$ cat config.mk
export PLATFORM = sky130hd
export DESIGN_NAME = xda_ext_move
export DESIGN_NICKNAME = d
export VERILOG_FILES = /design/src/verilog/xda_pkg.sv /design/src/verilog/xda_phase_gen.sv /design/src/verilog/xda_ext_move.sv
export SDC_FILE = /design/constraint.sdc
export NUM_CORES = 1
export LEC_CHECK = 0
export BUFFER_PORTS_ARGS = -buffer_cell sky130_fd_sc_hd__buf_2
export CORE_ASPECT_RATIO = 1.2
export CORE_MARGIN = 8
export CORE_UTILIZATION = 45
export CTS_BUF_LIST = sky130_fd_sc_hd__clkbuf_2
export DETAILED_ROUTE_END_ITERATION = 6
export GPL_ROUTABILITY_DRIVEN = 0
export HOLD_SLACK_MARGIN = 0.15
export PLACE_DENSITY = 0.72
export SETUP_SLACK_MARGIN = 0.1
export SLEW_MARGIN = 20
export SYNTH_ARGS = -nofsm -noshare
export SYNTH_HDL_FRONTEND = slang
export SYNTH_SLANG_ARGS = --single-unit
export TNS_END_PERCENT = 50
$ cat constraint.sdc
create_clock -name pclk -period 2.4 [get_ports pclk]
set_input_delay 0.12 -clock pclk [delete_from_list [all_inputs] [get_ports pclk]]
set_output_delay 0.12 -clock pclk [all_outputs]
set_load 0.03 [all_outputs]
$ cat src/verilog/xda_pkg.sv
package xda_pkg;

  // core clock and machine cycle
  localparam int unsigned CLK_FREQ_MHZ  = 250;
  localparam int unsigned CLK_PERIOD_NS = 1000 / CLK_FREQ_MHZ;
  localparam int unsigned MC_CLKS       = 4;
  localparam int unsigned PH_W          = 2;

  // register byte offsets
  localparam int unsigned ADDR_W        = 12;
  localparam logic [11:0] OFF_CLK_CTRL  = 12'h000;
  localparam logic [11:0] OFF_MEM_MAP   = 12'h004;
  localparam logic [11:0] OFF_TA_KEY    = 12'h008;
  localparam logic [11:0] OFF_DPTR0     = 12'h00C;
  localparam logic [11:0] OFF_DPTR1     = 12'h010;
  localparam logic [11:0] OFF_DP_SEL    = 12'h014;
  localparam logic [11:0] OFF_WORK_REG  = 12'h018;
  localparam logic [11:0] OFF_PORT_TWO  = 12'h01C;
  localparam logic [11:0] OFF_MOVE_CMD  = 12'h020;
  localparam logic [11:0] OFF_STATUS    = 12'h024;

  // field positions
  localparam int unsigned WAIT_EN_BIT   = 7;
  localparam int unsigned CMD_DIR_BIT   = 0;
  localparam int unsigned CMD_MODE_BIT  = 1;
  localparam int unsigned CMD_DATA_LSB  = 8;

  // reset values
  localparam logic [2:0]  STRETCH_RST   = 3'h1;
  localparam logic        WAIT_EN_RST   = 1'b0;
  localparam logic [15:0] DATA_POINTER_RST      = 16'h0000;
  localparam logic [7:0]  BYTE_RST      = 8'h00;
  localparam logic [31:0] WORD_RST      = 32'h0000_0000;

  // timed access keys and open window in clocks
  localparam logic [7:0]  TA_KEY1       = 8'hAA;
  localparam logic [7:0]  TA_KEY2       = 8'h55;
  localparam logic [3:0]  TA_WIN_CLKS   = 4'hC;

  typedef enum logic [2:0] {
    st_idle   = 3'b001,
    st_fetch  = 3'b010,
    st_access = 3'b100
  } xda_state_t;

endpackage : xda_pkg

$ cat src/verilog/xda_phase_gen.sv
`timescale 1ns/100ps
module xda_phase_gen
  import xda_pkg::*;
#(
  parameter int unsigned CLKS = MC_CLKS
) (
  input  wire logic            pclk,
  input  wire logic            presetn,
  output logic      [PH_W-1:0] phase,
  output logic                 cyc_last
);

  localparam logic [PH_W-1:0] LAST_PH = PH_W'(CLKS - 1);

  logic [PH_W-1:0] phase_r;
  logic [PH_W-1:0] phase_nxt;

  // free running so every move starts on a machine cycle boundary
  assign phase_nxt = (phase_r == LAST_PH) ? '0 : phase_r + 1'b1;

  always_ff @(posedge pclk or negedge presetn) begin
    if (!presetn) begin
      phase_r <= '0;
    end else begin
      phase_r <= phase_nxt;
    end
  end

  assign phase    = phase_r;
  assign cyc_last = (phase_r == LAST_PH);

endmodule : xda_phase_gen

$ cat src/verilog/xda_ext_move.sv
// Summary of operation
// - fetch cycle first, access cycle follows
// - three bit stretch select, strobe width scales
// - move lasts stretch plus two cycles
// - stretch lengthens only external moves
// - stretch resets to one
// - wait pin honoured only when enabled
// - stretch sets minimum, wait adds cycles
// - wait sampled at clock state three
// - each asserted sample adds one cycle
// - unlimited waits, ends when wait released
// - wait enable written only via timed access
// - use zero stretch with wait enabled
// - pointer move drives selected sixteen bit pointer
// - indexed move uses work reg and port two
`timescale 1ns/100ps
module xda_ext_move
  import xda_pkg::*;
(
  input  wire logic              pclk,
  input  wire logic              presetn,
  input  wire logic [ADDR_W-1:0] paddr,
  input  wire logic              psel,
  input  wire logic              penable,
  input  wire logic              pwrite,
  input  wire logic [31:0]       pwdata,
  output logic      [31:0]       prdata,
  output logic                   pready,
  output logic                   pslverr,
  output logic      [15:0]       ext_addr,
  output logic      [7:0]        ext_wdata,
  output logic                   ext_data_oe,
  input  wire logic [7:0]        ext_rdata,
  output logic                   rd_n,
  output logic                   wr_n,
  input  wire logic              port_four_bit_zero_n,
  output logic                   move_busy,
  output logic                   move_done
);

  function automatic logic hit(input logic [ADDR_W-1:0] a,
                               input logic [ADDR_W-1:0] off);
    return a == off;
  endfunction : hit

  // phase at which the strobe opens in the first access cycle
  function automatic logic [PH_W-1:0] st_ph(input logic [2:0] s);
    return (s == 3'h0) ? 2'h1 : 2'h2;
  endfunction : st_ph

  // phase at which the strobe closes in the final access cycle
  function automatic logic [PH_W-1:0] en_ph(input logic [2:0] s);
    return (s == 3'h0) ? 2'h2 : 2'h1;
  endfunction : en_ph

  logic [PH_W-1:0] ph;
  logic            mc_last;

  xda_phase_gen #(
    .CLKS     (MC_CLKS)
  ) u_phase (
    .pclk     (pclk),
    .presetn  (presetn),
    .phase    (ph),
    .cyc_last (mc_last)
  );

  logic [2:0]  stretch_r;
  logic        wait_en_r;
  logic [15:0] dp0_r;
  logic [15:0] dp1_r;
  logic        dps_r;
  logic [7:0]  wreg_r;
  logic [7:0]  p2_r;
  logic        ta_step_r;
  logic [3:0]  ta_cnt_r;
  logic [3:0]  ta_cnt_nxt;
  logic        pready_r;
  logic        pslverr_r;
  logic [31:0] prdata_r;
  logic        ck_touched_r;

  xda_state_t  state_r;
  xda_state_t  state_nxt;
  logic        pend_r;
  logic        dir_w_r;
  logic        mode_dp_r;
  logic [7:0]  wdat_r;
  logic [2:0]  s_r;
  logic [3:0]  rem_r;
  logic        first_r;
  logic        hold_r;
  logic        waited_r;
  logic [7:0]  mcnt_r;
  logic [7:0]  last_len_r;
  logic [7:0]  rdat_r;
  logic [15:0] addr_r;
  logic        rd_n_r;
  logic        wr_n_r;
  logic        oe_r;
  logic        done_r;

  // bus decode
  wire         setup    = psel & ~penable;
  wire         addr_ok  = hit(paddr, OFF_CLK_CTRL) | hit(paddr, OFF_MEM_MAP)
                        | hit(paddr, OFF_TA_KEY)   | hit(paddr, OFF_DPTR0)
                        | hit(paddr, OFF_DPTR1)    | hit(paddr, OFF_DP_SEL)
                        | hit(paddr, OFF_WORK_REG) | hit(paddr, OFF_PORT_TWO)
                        | hit(paddr, OFF_MOVE_CMD) | hit(paddr, OFF_STATUS);
  wire         wr_acc   = psel & penable & pwrite & pready_r & addr_ok;
  wire         ck_wr    = wr_acc & hit(paddr, OFF_CLK_CTRL);
  wire         mm_wr    = wr_acc & hit(paddr, OFF_MEM_MAP);
  wire         ta_wr    = wr_acc & hit(paddr, OFF_TA_KEY);
  wire         cmd_wr   = wr_acc & hit(paddr, OFF_MOVE_CMD);
  wire [7:0]   wbyte    = pwdata[7:0];
  wire         ta_open  = (ta_cnt_r != 4'h0);
  wire         idle     = (state_r == st_idle);
  wire         busy     = ~idle | pend_r;
  wire         go       = idle & pend_r & mc_last;

  wire [31:0]  stat_val = {7'h00, waited_r, last_len_r, rdat_r,
                           7'h00, busy};
  wire [31:0]  rd_val   =
      hit(paddr, OFF_CLK_CTRL) ? {29'h0000_0000, stretch_r} :
      hit(paddr, OFF_MEM_MAP)  ? {24'h00_0000, wait_en_r, 7'h00} :
      hit(paddr, OFF_DPTR0)    ? {16'h0000, dp0_r} :
      hit(paddr, OFF_DPTR1)    ? {16'h0000, dp1_r} :
      hit(paddr, OFF_DP_SEL)   ? {31'h0000_0000, dps_r} :
      hit(paddr, OFF_WORK_REG) ? {24'h00_0000, wreg_r} :
      hit(paddr, OFF_PORT_TWO) ? {24'h00_0000, p2_r} :
      hit(paddr, OFF_STATUS)   ? stat_val : WORD_RST;

  // zero wait state slave: ready rises in every access phase
  always_ff @(posedge pclk or negedge presetn) begin
    if (!presetn) begin
      pready_r  <= 1'b0;
      pslverr_r <= 1'b0;
      prdata_r  <= WORD_RST;
    end else begin
      pready_r  <= setup;
      pslverr_r <= setup & ~addr_ok;
      if (setup & ~pwrite) begin
        prdata_r <= rd_val;
      end
    end
  end

  always_ff @(posedge pclk or negedge presetn) begin
    if (!presetn) begin
      stretch_r    <= STRETCH_RST;
      ck_touched_r <= 1'b0;
    end else if (ck_wr) begin
      stretch_r    <= pwdata[2:0];
      ck_touched_r <= 1'b1;
    end
  end

  // key pair opens a short window; one protected write closes it
  assign ta_cnt_nxt = ta_wr ? ((ta_step_r && wbyte == TA_KEY2) ?
                               TA_WIN_CLKS : 4'h0) :
                      mm_wr ? 4'h0 :
                      ta_open ? ta_cnt_r - 4'h1 : 4'h0;

  always_ff @(posedge pclk or negedge presetn) begin
    if (!presetn) begin
      ta_step_r <= 1'b0;
      ta_cnt_r  <= 4'h0;
    end else begin
      ta_cnt_r  <= ta_cnt_nxt;
      if (ta_wr) begin
        ta_step_r <= (wbyte == TA_KEY1);
      end
    end
  end

  always_ff @(posedge pclk or negedge presetn) begin
    if (!presetn) begin
      wait_en_r <= WAIT_EN_RST;
    end else if (mm_wr && ta_open) begin
      wait_en_r <= pwdata[WAIT_EN_BIT];
    end
  end

  always_ff @(posedge pclk or negedge presetn) begin
    if (!presetn) begin
      dp0_r  <= DATA_POINTER_RST;
      dp1_r  <= DATA_POINTER_RST;
      dps_r  <= 1'b0;
      wreg_r <= BYTE_RST;
      p2_r   <= BYTE_RST;
    end else begin
      if (wr_acc && hit(paddr, OFF_DPTR0))    dp0_r  <= pwdata[15:0];
      if (wr_acc && hit(paddr, OFF_DPTR1))    dp1_r  <= pwdata[15:0];
      if (wr_acc && hit(paddr, OFF_DP_SEL))   dps_r  <= pwdata[0];
      if (wr_acc && hit(paddr, OFF_WORK_REG)) wreg_r <= wbyte;
      if (wr_acc && hit(paddr, OFF_PORT_TWO)) p2_r   <= wbyte;
    end
  end

  // sequencer
  wire [15:0] dp_sel   = dps_r ? dp1_r : dp0_r;
  wire [15:0] addr_src = mode_dp_r ? dp_sel : {p2_r, wreg_r};
  wire        final_c  = (rem_r == 4'h0);
  // wait looked at in the final access cycle at zero stretch, otherwise in the access cycle before it
  wire        samp_cyc = (s_r == 3'h0) ? final_c : (rem_r == 4'h1);
  // zero stretch leaves the move length to the wait pin alone
  wire        samp_pt  = (state_r == st_access) & wait_en_r
                       & (ph == 2'h2) & samp_cyc;
  wire        strobe   = (state_r == st_access)
                       & (~first_r | (ph >= st_ph(s_r)))
                       & (~final_c | hold_r | (ph <= en_ph(s_r)));
  wire        end_move = (state_r == st_access) & mc_last
                       & final_c & ~hold_r;

  always_comb begin
    state_nxt = state_r;
    unique case (state_r)
      st_idle:   if (go) state_nxt = st_fetch;
      st_fetch:  if (mc_last) state_nxt = st_access;
      st_access: if (end_move) state_nxt = st_idle;
      default:   state_nxt = st_idle;
    endcase
  end

  always_ff @(posedge pclk or negedge presetn) begin
    if (!presetn) begin
      state_r <= st_idle;
    end else begin
      state_r <= state_nxt;
    end
  end

  // a command while a move is under way is dropped
  always_ff @(posedge pclk or negedge presetn) begin
    if (!presetn) begin
      pend_r    <= 1'b0;
      dir_w_r   <= 1'b0;
      mode_dp_r <= 1'b0;
      wdat_r    <= BYTE_RST;
    end else if (cmd_wr && !busy) begin
      pend_r    <= 1'b1;
      dir_w_r   <= pwdata[CMD_DIR_BIT];
      mode_dp_r <= pwdata[CMD_MODE_BIT];
      wdat_r    <= pwdata[CMD_DATA_LSB +: 8];
    end else if (go) begin
      pend_r    <= 1'b0;
    end
  end

  always_ff @(posedge pclk or negedge presetn) begin
    if (!presetn) begin
      s_r     <= 3'h0;
      rem_r   <= 4'h0;
      first_r <= 1'b0;
      addr_r  <= DATA_POINTER_RST;
    end else if (go) begin
      s_r     <= stretch_r;
    end else if (state_r == st_fetch && mc_last) begin
      rem_r   <= {1'b0, s_r};
      first_r <= 1'b1;
      addr_r  <= addr_src;
    end else if (state_r == st_access && mc_last) begin
      first_r <= 1'b0;
      if (!hold_r && !final_c) begin
        rem_r <= rem_r - 4'h1;
      end
    end
  end

  always_ff @(posedge pclk or negedge presetn) begin
    if (!presetn) begin
      hold_r   <= 1'b0;
      waited_r <= 1'b0;
    end else begin
      if (samp_pt && !port_four_bit_zero_n) begin
        hold_r   <= 1'b1;
        waited_r <= 1'b1;
      end else if (mc_last) begin
        hold_r   <= 1'b0;
      end
      if (go) begin
        waited_r <= 1'b0;
      end
    end
  end

  always_ff @(posedge pclk or negedge presetn) begin
    if (!presetn) begin
      mcnt_r     <= 8'h00;
      last_len_r <= 8'h00;
      done_r     <= 1'b0;
    end else begin
      done_r <= end_move;
      if (go) begin
        mcnt_r <= 8'h00;
      end else if (!idle && mc_last && mcnt_r != 8'hFF) begin
        mcnt_r <= mcnt_r + 8'h01;
      end
      if (end_move) begin
        last_len_r <= (mcnt_r == 8'hFF) ? mcnt_r : mcnt_r + 8'h01;
      end
    end
  end

  // pins lag the internal strobe by one clock
  always_ff @(posedge pclk or negedge presetn) begin
    if (!presetn) begin
      rd_n_r <= 1'b1;
      wr_n_r <= 1'b1;
      oe_r   <= 1'b0;
      rdat_r <= BYTE_RST;
    end else begin
      rd_n_r <= ~(strobe & ~dir_w_r);
      wr_n_r <= ~(strobe & dir_w_r);
      oe_r   <= (state_nxt == st_access) & dir_w_r;
      if (!rd_n_r) begin
        rdat_r <= ext_rdata;
      end
    end
  end

  assign prdata      = prdata_r;
  assign pready      = pready_r;
  assign pslverr     = pslverr_r;
  assign ext_addr    = addr_r;
  assign ext_wdata   = wdat_r;
  assign ext_data_oe = oe_r;
  assign rd_n        = rd_n_r;
  assign wr_n        = wr_n_r;
  assign move_busy   = pend_r | ~(state_r == st_idle);
  assign move_done   = done_r;

  // checks
  wire       strb_pin = ~rd_n_r | ~wr_n_r;
  logic [7:0] sw_cnt_r;
  always_ff @(posedge pclk or negedge presetn) begin
    if (!presetn) begin
      sw_cnt_r <= 8'h00;
    end else if (strb_pin) begin
      sw_cnt_r <= sw_cnt_r + 8'h01;
    end else begin
      sw_cnt_r <= 8'h00;
    end
  end
  wire [7:0] exp_w = (s_r == 3'h0) ? 8'h02 : {3'h0, s_r, 2'h0};

  property p_fetch_first;
    @(posedge pclk) disable iff (!presetn)
      go |=> (state_r == st_fetch) [*4] ##1 (state_r == st_access);
  endproperty
  a_fetch_first: assert property (p_fetch_first)
    else $error("move did not start with a four clock fetch");

  property p_strobe_width;
    @(posedge pclk) disable iff (!presetn)
      ($fell(strb_pin) && !waited_r) |-> (sw_cnt_r == exp_w);
  endproperty
  a_strobe_width: assert property (p_strobe_width)
    else $error("strobe width does not match stretch");

  property p_move_len;
    @(posedge pclk) disable iff (!presetn)
      (done_r && !waited_r) |-> (last_len_r == {5'h00, s_r} + 8'h02);
  endproperty
  a_move_len: assert property (p_move_len)
    else $error("move length is not stretch plus two");

  property p_quiet_idle;
    @(posedge pclk) disable iff (!presetn)
      (idle && $past(idle)) |-> (rd_n_r && wr_n_r && !hold_r);
  endproperty
  a_quiet_idle: assert property (p_quiet_idle)
    else $error("strobe outside an external move");

  property p_stretch_rst;
    @(posedge pclk) disable iff (!presetn)
      !ck_touched_r |-> (stretch_r == STRETCH_RST);
  endproperty
  a_stretch_rst: assert property (p_stretch_rst)
    else $error("stretch left its reset value unwritten");

  property p_wait_gated;
    @(posedge pclk) disable iff (!presetn)
      !wait_en_r |=> !hold_r;
  endproperty
  a_wait_gated: assert property (p_wait_gated)
    else $error("wait honoured while disabled");

  property p_min_len;
    @(posedge pclk) disable iff (!presetn)
      done_r |-> (last_len_r >= {5'h00, s_r} + 8'h02);
  endproperty
  a_min_len: assert property (p_min_len)
    else $error("move shorter than stretch minimum");

  property p_wait_sample;
    @(posedge pclk) disable iff (!presetn)
      (samp_pt && !port_four_bit_zero_n) |=> (hold_r && ph == 2'h3);
  endproperty
  a_wait_sample: assert property (p_wait_sample)
    else $error("asserted wait not recognised at state three");

  property p_wait_insert;
    @(posedge pclk) disable iff (!presetn)
      (mc_last && hold_r && state_r == st_access)
        |=> (state_r == st_access && $stable(rem_r));
  endproperty
  a_wait_insert: assert property (p_wait_insert)
    else $error("wait state cycle not inserted");

  property p_wait_end;
    @(posedge pclk) disable iff (!presetn)
      end_move |=> (idle && done_r);
  endproperty
  a_wait_end: assert property (p_wait_end)
    else $error("move did not end with wait released");

  property p_ta_guard;
    @(posedge pclk) disable iff (!presetn)
      (mm_wr && !ta_open) |=> $stable(wait_en_r);
  endproperty
  a_ta_guard: assert property (p_ta_guard)
    else $error("wait enable changed without timed access");

  property p_addr_src;
    @(posedge pclk) disable iff (!presetn)
      (state_r == st_fetch && mc_last) |=> (addr_r == $past(addr_src));
  endproperty
  a_addr_src: assert property (p_addr_src)
    else $error("external address not taken from its source");

  c_plain_read: cover property (@(posedge pclk) done_r && !dir_w_r);
  c_plain_write: cover property (@(posedge pclk) done_r && dir_w_r);
  c_waited: cover property (@(posedge pclk) done_r && waited_r);
  c_zero_wait: cover property (@(posedge pclk)
      done_r && waited_r && s_r == 3'h0);

endmodule : xda_ext_move

# Yosys cells after proc, flatten, opt, wreduce, memory -nomap -nowiden
# Index checks and enable logic that the tools add are counted.
# word_totals
reg_bits	162
input_bits	58
# op_classes
n_eq_ne	20
addsub	4
order_cmp	2
bitwise_logic	48
muxes	36
n_reduce_logical	32
# op_table
operator	n
$mux W25	8
$eq A12 B5 Y1 const B	4
$mux W16	2
$mux W4	7
$and A1 B1 Y1	24
$eq A12 B4 Y1 const B	2
$eq A12 B6 Y1 const B	2
$mux W8	3
$eq A8 B8 Y1 const B	2
$logic_and A1 B1 Y1	14
$or A1 B1 Y1	13
$eq A12 B3 Y1 const B	1
$logic_not A12 Y1	1
$reduce_bool A2 Y1	6
$not A1 Y1	11
$mux W1	9
$mux W3	3
$pmux W3 S3	1
$add A8 B1 Y8 const B	1
$eq A8 B7 Y1 const B	1
$ne A8 B8 Y1 const B	1
$sub A4 B1 Y4 const B	2
$eq A3 B3 Y1 const B	2
$mux W2	3
other kinds (13)	19

# Depth between registers and ports, before layout
# Gate-level depths: netlist (run 1).
# depth
depth_word	14
mapped_depth	7
ltp_nobuf	7

# By module
# From an unflattened synthesis (run 1), not the netlist that was laid out.
# unflattened
hier_cells	683
area_unflattened_um2	7393.3
# modules_own_cells
module	area_per_inst_um2	instances	cells_per_inst
xda_ext_move	7327.0	1	679
xda_phase_gen	66.3	1	4

# Least setup slack after synthesis (run 1)
# No wires, ideal clock.
# synth_path
kind	register to register
start	register state_r[0]
end	register dir_w_r
path_stages_with_launch	7
path_slack_ns	0.353
period_less_slack_ns	2.047
setup_time_ns	0.125
required_ns	2.275
path_buffers	2
arrival_time_ns	1.922
cell_sequence	dfstp_2 > clkbuf_1 > nor4b_1 > nand2_1 > nor3_1 > buf_4 > mux2_2
# synth_via
elab_chain_cells	5
# synth_lines
item	line_no	text
start, declared	xda_ext_move.sv:83	xda_state_t state_r;
start signal, assigned	xda_ext_move.sv:227	state_r <= st_idle;
start signal, assigned	xda_ext_move.sv:229	state_r <= state_nxt;
$eq A3 B1 Y1	xda_ext_move.sv:117	wire idle = (state_r == st_idle);
$not A1 Y1	xda_ext_move.sv:118	wire busy = ~idle | pend_r;
$or A1 B1 Y1	xda_ext_move.sv:118	
$logic_not A1 Y1	xda_ext_move.sv:240	end else if (cmd_wr && !busy) begin
$logic_and A1 B1 Y1	xda_ext_move.sv:240	
end signal, assigned	xda_ext_move.sv:242	dir_w_r <= pwdata[CMD_DIR_BIT];
end, declared	xda_ext_move.sv:86	logic dir_w_r;
# No other way between the ends.
# A chain may end at the register's enable or synchronous reset.

# Final worst setup path (run 1)
# layout_path
start	input port paddr[1]
end	register dps_r
# layout_via
elab_chain_cells	12
word_cells_on_any_way	21
cone_classes	eq/ne (9); bitwise (10); reduce/logical (2)
# layout_lines
item	line_no	text
start, declared	xda_ext_move.sv:22	input wire logic [ADDR_W-1:0] paddr,
$eq A12 B3 Y1 / $logic_not A12 Y1 (equally long branches)	xda_ext_move.sv:43	return a == off;
$or A1 B1 Y1	xda_ext_move.sv:105	wire addr_ok = hit(paddr, OFF_CLK_CTRL) | hit(paddr, OFF_MEM_MAP)
$or A1 B1 Y1 (2 in series)	xda_ext_move.sv:106	| hit(paddr, OFF_TA_KEY) | hit(paddr, OFF_DPTR0)
$or A1 B1 Y1 (2 in series)	xda_ext_move.sv:107	| hit(paddr, OFF_DPTR1) | hit(paddr, OFF_DP_SEL)
$or A1 B1 Y1 (2 in series)	xda_ext_move.sv:108	| hit(paddr, OFF_WORK_REG) | hit(paddr, OFF_PORT_TWO)
$or A1 B1 Y1 (2 in series)	xda_ext_move.sv:109	| hit(paddr, OFF_MOVE_CMD) | hit(paddr, OFF_STATUS);
$and A1 B1 Y1	xda_ext_move.sv:110	wire wr_acc = psel & penable & pwrite & pready_r & addr_ok;
$logic_and A1 B1 Y1 (*)	xda_ext_move.sv:194	if (wr_acc && hit(paddr, OFF_DP_SEL)) dps_r <= pwdata[0];
end signal, assigned	xda_ext_move.sv:194	
end, declared	xda_ext_move.sv:72	logic dps_r;
# Mark *: on every way between the ends. The rest lies on a longest branch, timed or not.

==> impl_results.md, run 1 <==
- I/O Pins: 121
- Global route overflow: 0
- Internal power: 3460 µW
- Number of synthesized flops with an enable pin: 0
- TritonCTS buffer count: 17
- Post-DRT Antenna Nets: 0
- Hold WC Path Type: input port to flop
- Clock latency on the worst-skew pair: 0.74 ns
- WHS: 0.214 ns
- Largest net degree at the start of global routing: 73
- DRC viols: 0
- Worst flop-to-flop path startpoint: rem_r[0]
- Core area: 16800 µm²
- Area after DPL: 8470 µm²
- Crit path time final: 2.26 ns
- Fillers: 1464
- CTS tree: built
- Worst-Margin Slew: 0.609 ns
- Crit. Startpoint: paddr[1]
- Clock root cell: clkbuf_2
- Post-route cell area: 9440 µm²
- Total wire length: 19800 µm
- Final setup vio count: 0
- Worst path slowest cell: dlygate4sd3_1
- Clk buf depth: 2
- Vias: 5969
- Post-Syn Area: 7640 µm²
- Syn Inst Count: 672
- Power share of the clock group: 32.2%
- Largest area contributor in the netlist: dfrtp_1
- CP required: 3.04 ns
- Combinational Power Share: 10.1%
- Final period utilization: 94.1%
- Initial DRC count: 386
- Worst R2R Path Depth: 7
- Diode count: 0
- Highest Clock Rate: 0.443 GHz
- Post-synth top area share: 49.4%
- Post-Synth Adder-Cell Area: 1.64%
- Die H: 159 µm
- Final Non-Filler Cells: 1080
- Pwr dens: 494 nW/µm²
- Layout cells sized above 1: 30.9%
- Yosys reg bits: 155
- CP bufs+invs: 3
- Dpl hpwl: 13900 µm
- Most common cell on crit path: dlygate4sd3_1
- Fin. max-slew vios: 0
- Maximum fanout along the worst path: 2
- Global-route wire length before repair: 32200 µm
- CP Capture Type: flop
- Placed Cells: 978
- Synth Area in Compound Gates: 12.7%
- Outcome: completed
- Hold Crit Depth: 3
- Clk pin slew, worst setup/hold paths: 0.23 ns
- Post-synthesis average cell area: 11.4 µm²
- Clk sinks: 155
- Die ar.: 21400 µm²
- Worst path arrival time: 2.90 ns
- Post-DR wirelength/cell: 18.4 µm
- Post-synth cell types: 70
- Register area: 3880 µm²
- Crit path kind: input port to flop
- Initial core utilization: 45.5%
- Placement Rows: 52
- Setup TNS: 0 ns
- Startpoint types: input port
- Async S/R FF share, synth: 100%
- Post-synth top flop: dfrtp_1
- Hold Startpoint: pwdata[3]
- Final nets: 919
- Yosys warnings: 0
- Synth Area in XOR/XNOR: 0.802%
- Area Growth Syn to Fin: 23.5%
- Lkg Pwr: 0.00447 µW
- Max incr delay on CP: 0.63 ns
- Antenna violations before repair: 0
- Most common library cell in the layout ignoring fill and taps: dfrtp_1
- Die Wd: 135 µm
- Worst Skew: 0.0237 ns
- Largest family of logic cells by synthesized area: multiplexers
- Switching Share: 25.8%
- Overall global routing resource usage: 18.9%
- Highest-count cells in the layout ignoring fill and taps: dfrtp_1 (151), buf_2 (96), mux2_2 (68), dlygate4sd3_1 (68), o21ai_0 (55)
- NetSw: 1200 µW
- Final Hold Vio Count: 0
- Port buffer count: 97
- RSZ-0062 raised after global routing: yes
- Register area share after synthesis: 50.8%
- # Max-Cap Violations: 0
- TritonRoute pass-1 iters: 5
- Crit path cell chain: dlygate4sd3_1 -> buf_2 -> or4_4 -> dlygate4sd3_1 -> nor4_4 -> nor4b_1 -> mux2_2
- Vias in the first global route: 6278
- Mux cell area share after synthesis: 15.8%
- Area of the multi-input gates: 3520 µm²
- VDD IR max: 0.000315 V
- Vias per inst: 5.53
- Reg power frac: 57.7%
- Max_slew headroom: 59.4%
- Synth area leaders: dfrtp_1 (49%), mux2_2 (10%), o21ai_0 (3.6%)
- H-tree depth: 4
- Synth Area in Simple Gates: 14.5%
- Final core utilization: 56.2%
- Cell family with most CP delay: buffers and inverters
- Stages on worst setup path: 7
[stage by stage]
stage / setup WS, ns / power (µW)
2_1_floorplan: 0.353 / 2950
3_3_place_gp: 0.291 / 3110
3_5_place_dp: 0.247 / 3120
4_1_cts: 0.111 / 4720
5_1_grt: 0.0987 / 4880
6_report: 0.141 / 4670
[tightest hold or removal path: stages]
cell and delay, ns:
dlygate4sd3_1 0.52, buf_2 0.15, mux2_2 0.15
[routing by layer]
| layer | global-route usage, % | routed length, µm | vias to the layer above |
|---|---|---|---|
| met5 | 0 | 0 | - |
| met4 | 8.95 | 620 | 0 |
| met3 | 4.17 | 937 | 34 |
| met2 | 32.0 | 10100 | 154 |
| met1 | 22.0 | 8170 | 2986 |
| li1 | - | - | 2795 |
[synthesized netlist by cell type (9+ instances only)]
library cell,number
nor2_1,25
mux2_4,10
clkbuf_1,23
ha_1,10
nand2b_1,9
a21oi_1,34
dfrtp_1,151
nand2_1,53
mux2i_1,27
o21ai_0,55
mux2_2,68
a22o_1,19
nand3_1,14
and3_1,19
inv_1,14
[timing repair]
| action | in CTS | in global routing |
|---|---|---|
| resized for setup | 1 | 1 |
| pin swaps | 0 | 1 |
| endpoints found under the setup margin | 1 | 15 |
| buffers inserted | 0 | 1 |
| hold endpoints to repair | 260 | 0 |
| hold buffers | 69 | 0 |
[registers in the layout (all words and copies together), names as in the netlist, 2 cells and up]
name           flops
stretch_r          3
rem_r              4
ta_cnt_r           4
last_len_r         8
mcnt_r             8
dp0_r             16
wreg_r             8
ext_wdata          8
u_phase.phase      2
p2_r               8
rdat_r             8
state_r            3
prdata            25
ext_addr          16
dp1_r             16
s_r                3
[path summary, 6_finish.rpt]
kind                                          to  slack, ns
worst min-delay path                     p2_r[3]       0.21
max in group asynchronous             state_r[0]       1.47
worst max register to register     last_len_r[4]       0.30
worst max-delay path                       dps_r       0.14
worst min register to register  u_phase.phase[0]       0.47
min in group asynchronous                   wr_n       0.48
[power by group through the flow]
| stage | combinational [µW] | sequential, µW | clock (µW) |
|---|---|---|---|
| 2_1_floorplan | 217 | 2730 | 0 |
| 3_3_place_gp | 373 | 2740 | 0 |
| 3_5_place_dp | 381 | 2740 | 0 |
| 4_1_cts | 471 | 2690 | 1550 |
| 5_1_grt | 527 | 2700 | 1650 |
| 6_report | 473 | 2690 | 1500 |
[final cells by class]
type                    count  area share, %
well taps                 216           2.86
clock buffers              20           1.06
inverters                  14          0.557
flip-flops and latches    155           41.1
repair buffers            197           15.6
multi-input cells         466           37.3
clock inverters            12           1.56
[cells by family after synthesis]
group | after synthesis
fa+ha+maj | 10
flops | 155
mux | 106
simple gates | 186
buf+inv | 57
xor+xnor | 7
compound gates | 150
other cells | 1
Power figures use the tool's default switching activity.
==> run 2: changes to the inputs <==
--- a/config.mk
+++ b/config.mk
@@ -6,14 +6,16 @@
 export NUM_CORES = 1
 export LEC_CHECK = 0
 export BUFFER_PORTS_ARGS = -buffer_cell sky130_fd_sc_hd__buf_2
+export CELL_PAD_IN_SITES_DETAIL_PLACEMENT = 1
+export CELL_PAD_IN_SITES_GLOBAL_PLACEMENT = 2
 export CORE_ASPECT_RATIO = 1.2
 export CORE_MARGIN = 8
-export CORE_UTILIZATION = 45
+export CORE_UTILIZATION = 39
 export CTS_BUF_LIST = sky130_fd_sc_hd__clkbuf_2
 export DETAILED_ROUTE_END_ITERATION = 6
 export GPL_ROUTABILITY_DRIVEN = 0
 export HOLD_SLACK_MARGIN = 0.15
-export PLACE_DENSITY = 0.72
+export PLACE_DENSITY = 0.89
 export SETUP_SLACK_MARGIN = 0.1
 export SLEW_MARGIN = 20
 export SYNTH_ARGS = -nofsm -noshare
==> run 2 against run 1 <==
Final area is 1.2% higher; setup slack worse by 0.019 ns; largest cell class unchanged; combinational power is 5.1% higher; global-route usage is 1.0 points higher; sequential share of layout area is 0.51 points lower; critical path type unchanged; highest routed layer unchanged; critical path depth is 2 higher; clock skew is 0.0037 ns higher; first-iteration DRC count is 21% lower.
==> impl_results.md, run 2 (synthesis results as in run 1) <==
- Outcome: completed (unchanged)
- Vias: 6076 (was 5969)
- RSZ-0062 raised after global routing: yes (unchanged)
- Setup Fix Bufs, Post-CTS: 0 (unchanged)
- Die ar.: 24400 µm² (was 21400 µm²)
- Dpl hpwl: 16500 µm (was 13900 µm)
- H-tree depth: 4 (unchanged)
- Initial core utilization: 39.4% (was 45.5%)
- Post-DRT Antenna Nets: 0 (unchanged)
- Worst-Margin Slew: 0.628 ns (was 0.609 ns)
- Maximum fanout along the worst path: 8 (was 2)
- Post-DR wirelength/cell: 20.4 µm (was 18.4 µm)
- Antenna violations before repair: 1 (was 0)
- Overall global routing resource usage: 19.9% (was 18.9%)
- Clock latency on the worst-skew pair: 0.74 ns (about the same)
- Largest net degree at the start of global routing: 84 (was 73)
- Final nets: 926 (was 919)
- Die H: 169 µm (was 159 µm)
- Layout cells sized above 1: 31.4% (was 30.9%)
- DRC viols: 0 (unchanged)
- CTS tree: built (unchanged)
- Crit path time final: 2.28 ns (was 2.26 ns)
- Grt met3 use: 4.45% (was 4.17%)
- TritonRoute pass-1 iters: 4 (was 5)
- Max FFs per register: 25 (unchanged)
- Pwr dens: 505 nW/µm² (was 494 nW/µm²)
- Worst reg2reg path endpoint: mcnt_r[5] (was last_len_r[4])
- Vias in the first global route: 6848 (was 6278)
- Max_slew headroom: 57.5% (was 59.4%)
- Area after DPL: 8540 µm² (was 8470 µm²)
- VDD IR max: 0.000239 V (was 0.000315 V)
- CP required: 3.07 ns (was 3.04 ns)
- Die Wd: 144 µm (was 135 µm)
- Core area: 19400 µm² (was 16800 µm²)
- I/O Pins: 121 (unchanged)
- Final setup vio count: 0 (unchanged)
- Final period utilization: 94.9% (was 94.1%)
- Global-route wire length before repair: 37400 µm (was 32200 µm)
- Area Growth Syn to Fin: 25.1% (was 23.5%)
- Port buffer count: 97 (unchanged)
- Critical Path Sink: ext_wdata[3] (was dps_r)
- Highest Clock Rate: 0.439 GHz (was 0.443 GHz)
- Placement Rows: 56 (was 52)
- Highest-count cells in the layout ignoring fill and taps: dfrtp_1 (151), buf_2 (96), dlygate4sd3_1 (69) (was dfrtp_1 (151), buf_2 (96), mux2_2 (68), dlygate4sd3_1 (68), o21ai_0 (55))
- # Max-Cap Violations: 0 (unchanged)
- Clock root cell: clkbuf_2 (unchanged)
- Total wire length: 23200 µm (was 19800 µm)
- Worst flop-to-flop path startpoint: mcnt_r[0] (was rem_r[0])
- Grt met1 use: 21.2% (was 22.0%)
- Worst Skew: 0.0274 ns (was 0.0237 ns)
- Setup TNS: 0 ns (unchanged)
- Crit path kind: input port to flop (unchanged)
- TritonCTS buffer count: 17 (unchanged)
- Crit. Startpoint: paddr[9] (was paddr[1])
- Final Hold Vio Count: 0 (unchanged)
- Vias per inst: 5.36 (was 5.53)
- Hold WC Path Type: input port to flop (unchanged)
- Clk sinks: 155 (unchanged)
- Global route overflow: 0 (unchanged)
- GR peak layer: met2 (unchanged)
- Post-route cell area: 9560 µm² (was 9440 µm²)
- GR Util met2: 36.5% (was 32.0%)
- Most common library cell in the layout ignoring fill and taps: dfrtp_1 (unchanged)
- Clk pin slew, worst setup/hold paths: 0.23 ns (about the same)
- Worst path arrival time: 2.95 ns (was 2.90 ns)
- Worst R2R Path Depth: 6 (was 7)
- Fin. max-slew vios: 0 (unchanged)
- Lkg Pwr: 0.00453 µW (was 0.00447 µW)
- Startpoint types: input port (unchanged)
- CP Capture Type: flop (unchanged)
- Clk buf depth: 2 (unchanged)
- Initial DRC count: 306 (was 386)
- R2r setup slk: 0.27 ns (was 0.30 ns)
==> run 2: how the worst min path moves through the flow <==
| stage | startpoint | end | slack, ns | depth (start not counted) |
|---|---|---|---|---|
| 2_1_floorplan | presetn | dir_w_r | -0.18 | 0 |
| 3_5_place_dp | presetn | ext_addr[2] | 0.07 | 1 |
| 4_1_cts | pwdata[6] | dp0_r[6] | 0.16 | 3 |
| 5_1_grt | pwdata[5] | p2_r[5] | 0.17 | 3 |
| 3_3_place_gp | presetn | ext_addr[2] | 0.06 | 1 |
| 6_report | pwdata[6] | p2_r[6] | 0.26 | 3 |
==> run 2: area by class of cell <==
class,instances,area (µm²)
fillers,2128,9850
flip-flops and latches,155,3880
multi-input cells,466,3520
repair buffers,204,1500
well taps,261,327
clock inverters,12,173
clock buffers,19,95.1
inverters,14,52.6
diodes,2,5.00
==> run 2: metrics by stage <==
step	hold WS [ns]	setup slack, ns	util, %	instances	total power, µW
5_1_grt	0.171	0.0486	49.3	1133	5020
3_3_place_gp	0.0592	0.289	44.0	1029	3110
6_report	0.256	0.122	49.3	1133	4830
2_1_floorplan	-0.176	0.353	-	678	2950
4_1_cts	0.157	0.102	49.2	1132	4890
3_5_place_dp	0.0720	0.191	44.0	1029	3140
==> run 2: layer usage <==
metal | up-vias | share of wire [%]
li1 | 2801 | -
met1 | 3095 | 39
met2 | 127 | 54
met3 | 53 | 3.6
met4 | 0 | 3.8
met5 | - | 0
==> run 2: timing repair <==
action	in CTS	in global routing
hold buffers	72	0
gates resized for setup	1	4
pin swaps	0	1
endpoints found under the hold margin	261	0
gates cloned	0	1
endpoints found under the setup margin	1	22
==> run 2: worst max-delay path, cell delays in order <==
cell	delay (ns)
dlygate4sd3_1	0.53
buf_2	0.14
nor4_4	0.27
dlygate4sd3_1	0.60
buf_4	0.18
nand3_4	0.14
nor3_4	0.31
clkdlybuf4s15_2	0.31
mux2_2	0.34
==> run 2: report_power, final <==
part | internal (µW) | switching [µW] | total [µW]
Clock | 686 | 951 | 1640
Sequential | 2660 | 33.8 | 2690
Combinational | 218 | 279 | 497
==> run 3: changes to the inputs <==
--- a/config.mk
+++ b/config.mk
@@ -15,7 +15,7 @@
 export DETAILED_ROUTE_END_ITERATION = 6
 export GPL_ROUTABILITY_DRIVEN = 0
 export HOLD_SLACK_MARGIN = 0.15
-export PLACE_DENSITY = 0.89
+export PLACE_DENSITY = 0.9
 export SETUP_SLACK_MARGIN = 0.1
 export SLEW_MARGIN = 20
 export SYNTH_ARGS = -nofsm -noshare
==> run 3 against run 2 <==
Utilization rose by 0.15 points; combinational power fell by 0.8%; final area rose by 0.30%; die area did not move; setup slack got worse by 0.081 ns; largest cell class unchanged; critical path type unchanged.
==> impl_results.md, run 3 (synthesis results as in run 1) <==
- Hold Startpoint: pwdata[3] (was pwdata[6])
- Die Wd: 144 µm (unchanged)
- Clk buf depth: 2 (unchanged)
- # Max-Cap Violations: 0 (unchanged)
- Worst R2R Path Depth: 6 (unchanged)
- Placement Rows: 56 (unchanged)
- I/O Pins: 121 (unchanged)
- TritonCTS buffer count: 17 (unchanged)
- Final period utilization: 98.3% (was 94.9%)
- Fillers: 2141 (was 2128)
- Area Growth Syn to Fin: 25.4% (was 25.1%)
- Final core utilization: 49.4% (was 49.3%)
- CTS tree: built (unchanged)
- Worst Skew: 0.0303 ns (was 0.0274 ns)
- Dpl hpwl: 16300 µm (was 16500 µm)
- Setup TNS: 0 ns (unchanged)
- Pwr dens: 525 nW/µm² (was 505 nW/µm²)
- DRC viols: 0 (unchanged)
- Outcome: completed (unchanged)
- Clock latency on the worst-skew pair: 0.75 ns (was 0.74 ns)
- Initial DRC count: 297 (was 306)
- Reg power frac: 53.5% (was 55.8%)
- Die ar.: 24400 µm² (unchanged)
- RSZ-0062 raised after global routing: yes (unchanged)
- R2r setup slk: 0.27 ns (about the same)
- Worst reg2reg path endpoint: mcnt_r[5] (unchanged)
- Clk pin slew, worst setup/hold paths: 0.21 ns (was 0.23 ns)
- Combinational Power Share: 9.8% (was 10.3%)
- Fin. max-slew vios: 0 (unchanged)
- Max_slew headroom: 57.3% (was 57.5%)
- Internal power: 3770 µW (was 3560 µW)
- Hold WC Path Type: input port to flop (unchanged)
- Diode count: 0 (was 2)
- CP required: 3.06 ns (was 3.07 ns)
- NetSw: 1270 µW (was 1260 µW)
- Clk sinks: 155 (unchanged)
- Hold Crit Depth: 3 (unchanged)
- CP Capture Type: flop (unchanged)
- Die H: 169 µm (unchanged)
- H-tree depth: 4 (unchanged)
- Global route overflow: 0 (unchanged)
- Worst flop-to-flop path startpoint: mcnt_r[0] (unchanged)
- Startpoint types: input port (unchanged)
- Initial core utilization: 39.4% (unchanged)
- Final setup vio count: 0 (unchanged)
- Post-DR wirelength/cell: 20.5 µm (was 20.4 µm)
- Final Hold Vio Count: 0 (unchanged)
- Crit path kind: input port to flop (unchanged)
- Vias: 6112 (was 6076)
- Total wire length: 23100 µm (was 23200 µm)
- Lkg Pwr: 0.00454 µW (was 0.00453 µW)
- Maximum fanout along the worst path: 2 (was 8)
- Post-DRT Antenna Nets: 0 (unchanged)
- Port buffer count: 97 (unchanged)
- Most common library cell in the layout ignoring fill and taps: dfrtp_1 (unchanged)
- Worst-Margin Slew: 0.635 ns (was 0.628 ns)
- Switching Share: 25.2% (was 26.2%)
- Vias in the first global route: 6864 (was 6848)
- TritonRoute pass-1 iters: 4 (unchanged)
- Max FFs per register: 25 (unchanged)
- Highest-count cells in the layout ignoring fill and taps: dfrtp_1 (151), buf_2 (96), mux2_2 (68) (was dfrtp_1 (151), buf_2 (96), dlygate4sd3_1 (69))
- Vias per inst: 5.41 (was 5.36)
- Antenna violations before repair: 1 (unchanged)
- Min-Delay Endpoint: dp0_r[3] (was p2_r[6])
- Global-route wire length before repair: 37000 µm (was 37400 µm)
- Overall global routing resource usage: 19.6% (was 19.9%)
- Largest net degree at the start of global routing: 61 (was 84)
- Core area: 19400 µm² (unchanged)
- Power share of the clock group: 36.7% (was 33.9%)
- Highest Clock Rate: 0.424 GHz (was 0.439 GHz)
- Layout cells sized above 1: 31.5% (was 31.4%)
- Setup Fix Bufs, Post-CTS: 0 (unchanged)
- Crit path time final: 2.36 ns (was 2.28 ns)
- VDD IR max: 0.000294 V (was 0.000239 V)
- Clock root cell: clkbuf_2 (unchanged)
- Worst path arrival time: 3.01 ns (was 2.95 ns)
- Final nets: 924 (was 926)
[run 3: critical path, cell delays in order]
cell,delay [ns]
dlygate4sd3_1,0.56
buf_2,0.16
or4_4,0.56
nor4_4,0.33
dlygate4sd3_1,0.63
nor4b_1,0.27
mux2_2,0.38
[run 3: through the flow]
step / cell area, µm² / worst slack (ns) / power, µW / std cells / hold WS (ns)
global placement: 8550 / 0.257 / 3110 / 1030 / 0.134
CTS: 9570 / 0.106 / 5080 / 1129 / 0.168
detailed placement: 8550 / 0.206 / 3140 / 1030 / 0.141
finish: 9590 / 0.0409 / 5040 / 1129 / 0.240
global route: 9590 / 0.0507 / 5230 / 1129 / 0.179
floorplan: 7670 / 0.353 / 2950 / 678 / -0.176
[run 3: cell type report]
type / instances / area [µm²] / share of cell area [%]
multi-input cells: 466 / 3530 / 36.8
inverters: 14 / 52.6 / 0.548
clock inverters: 13 / 223 / 2.32
flip-flops and latches: 155 / 3880 / 40.5
well taps: 261 / 327 / 3.41
repair buffers: 202 / 1480 / 15.4
clock buffers: 18 / 90.1 / 0.940
[run 3: timing repair]
item                                   in CTS  in global routing
hold buffers                               68                  0
gates cloned                                0                  0
endpoints found under the hold margin     261                  0
setup endpoints to repair                   1                 16
gates resized for setup                     1                  4
[run 3: how the worst max path moves through the flow]
stage / from / end / slack [ns] / cells after the start
after global routing: state_r[0] / move_busy / 0.05 / 4
after floorplan: state_r[0] / dir_w_r / 0.35 / 6
final: paddr[11] / dps_r / 0.04 / 7
after global placement: state_r[0] / ext_wdata[2] / 0.26 / 5
after detailed placement: rem_r[0] / last_len_r[2] / 0.21 / 7
after CTS: state_r[0] / move_busy / 0.11 / 4
[run 3: metal layers]
| layer | vias up | track usage [%] | routed length [µm] |
|---|---|---|---|
| li1 | 2800 | - | - |
| met1 | 3126 | 21.1 | 8970 |
| met2 | 139 | 35.5 | 12400 |
| met3 | 45 | 4.50 | 859 |
| met4 | 2 | 8.66 | 812 |
| met5 | - | 0 | 5 |
[run 3: power groups by stage]
| stage | Clock [µW] | Sequential (µW) | Combinational [µW] |
|---|---|---|---|
| floorplan | 0 | 2730 | 217 |
| detailed placement | 0 | 2740 | 397 |
| global placement | 0 | 2730 | 372 |
| global route | 1990 | 2710 | 534 |
| finish | 1850 | 2700 | 493 |
| CTS | 1890 | 2690 | 490 |
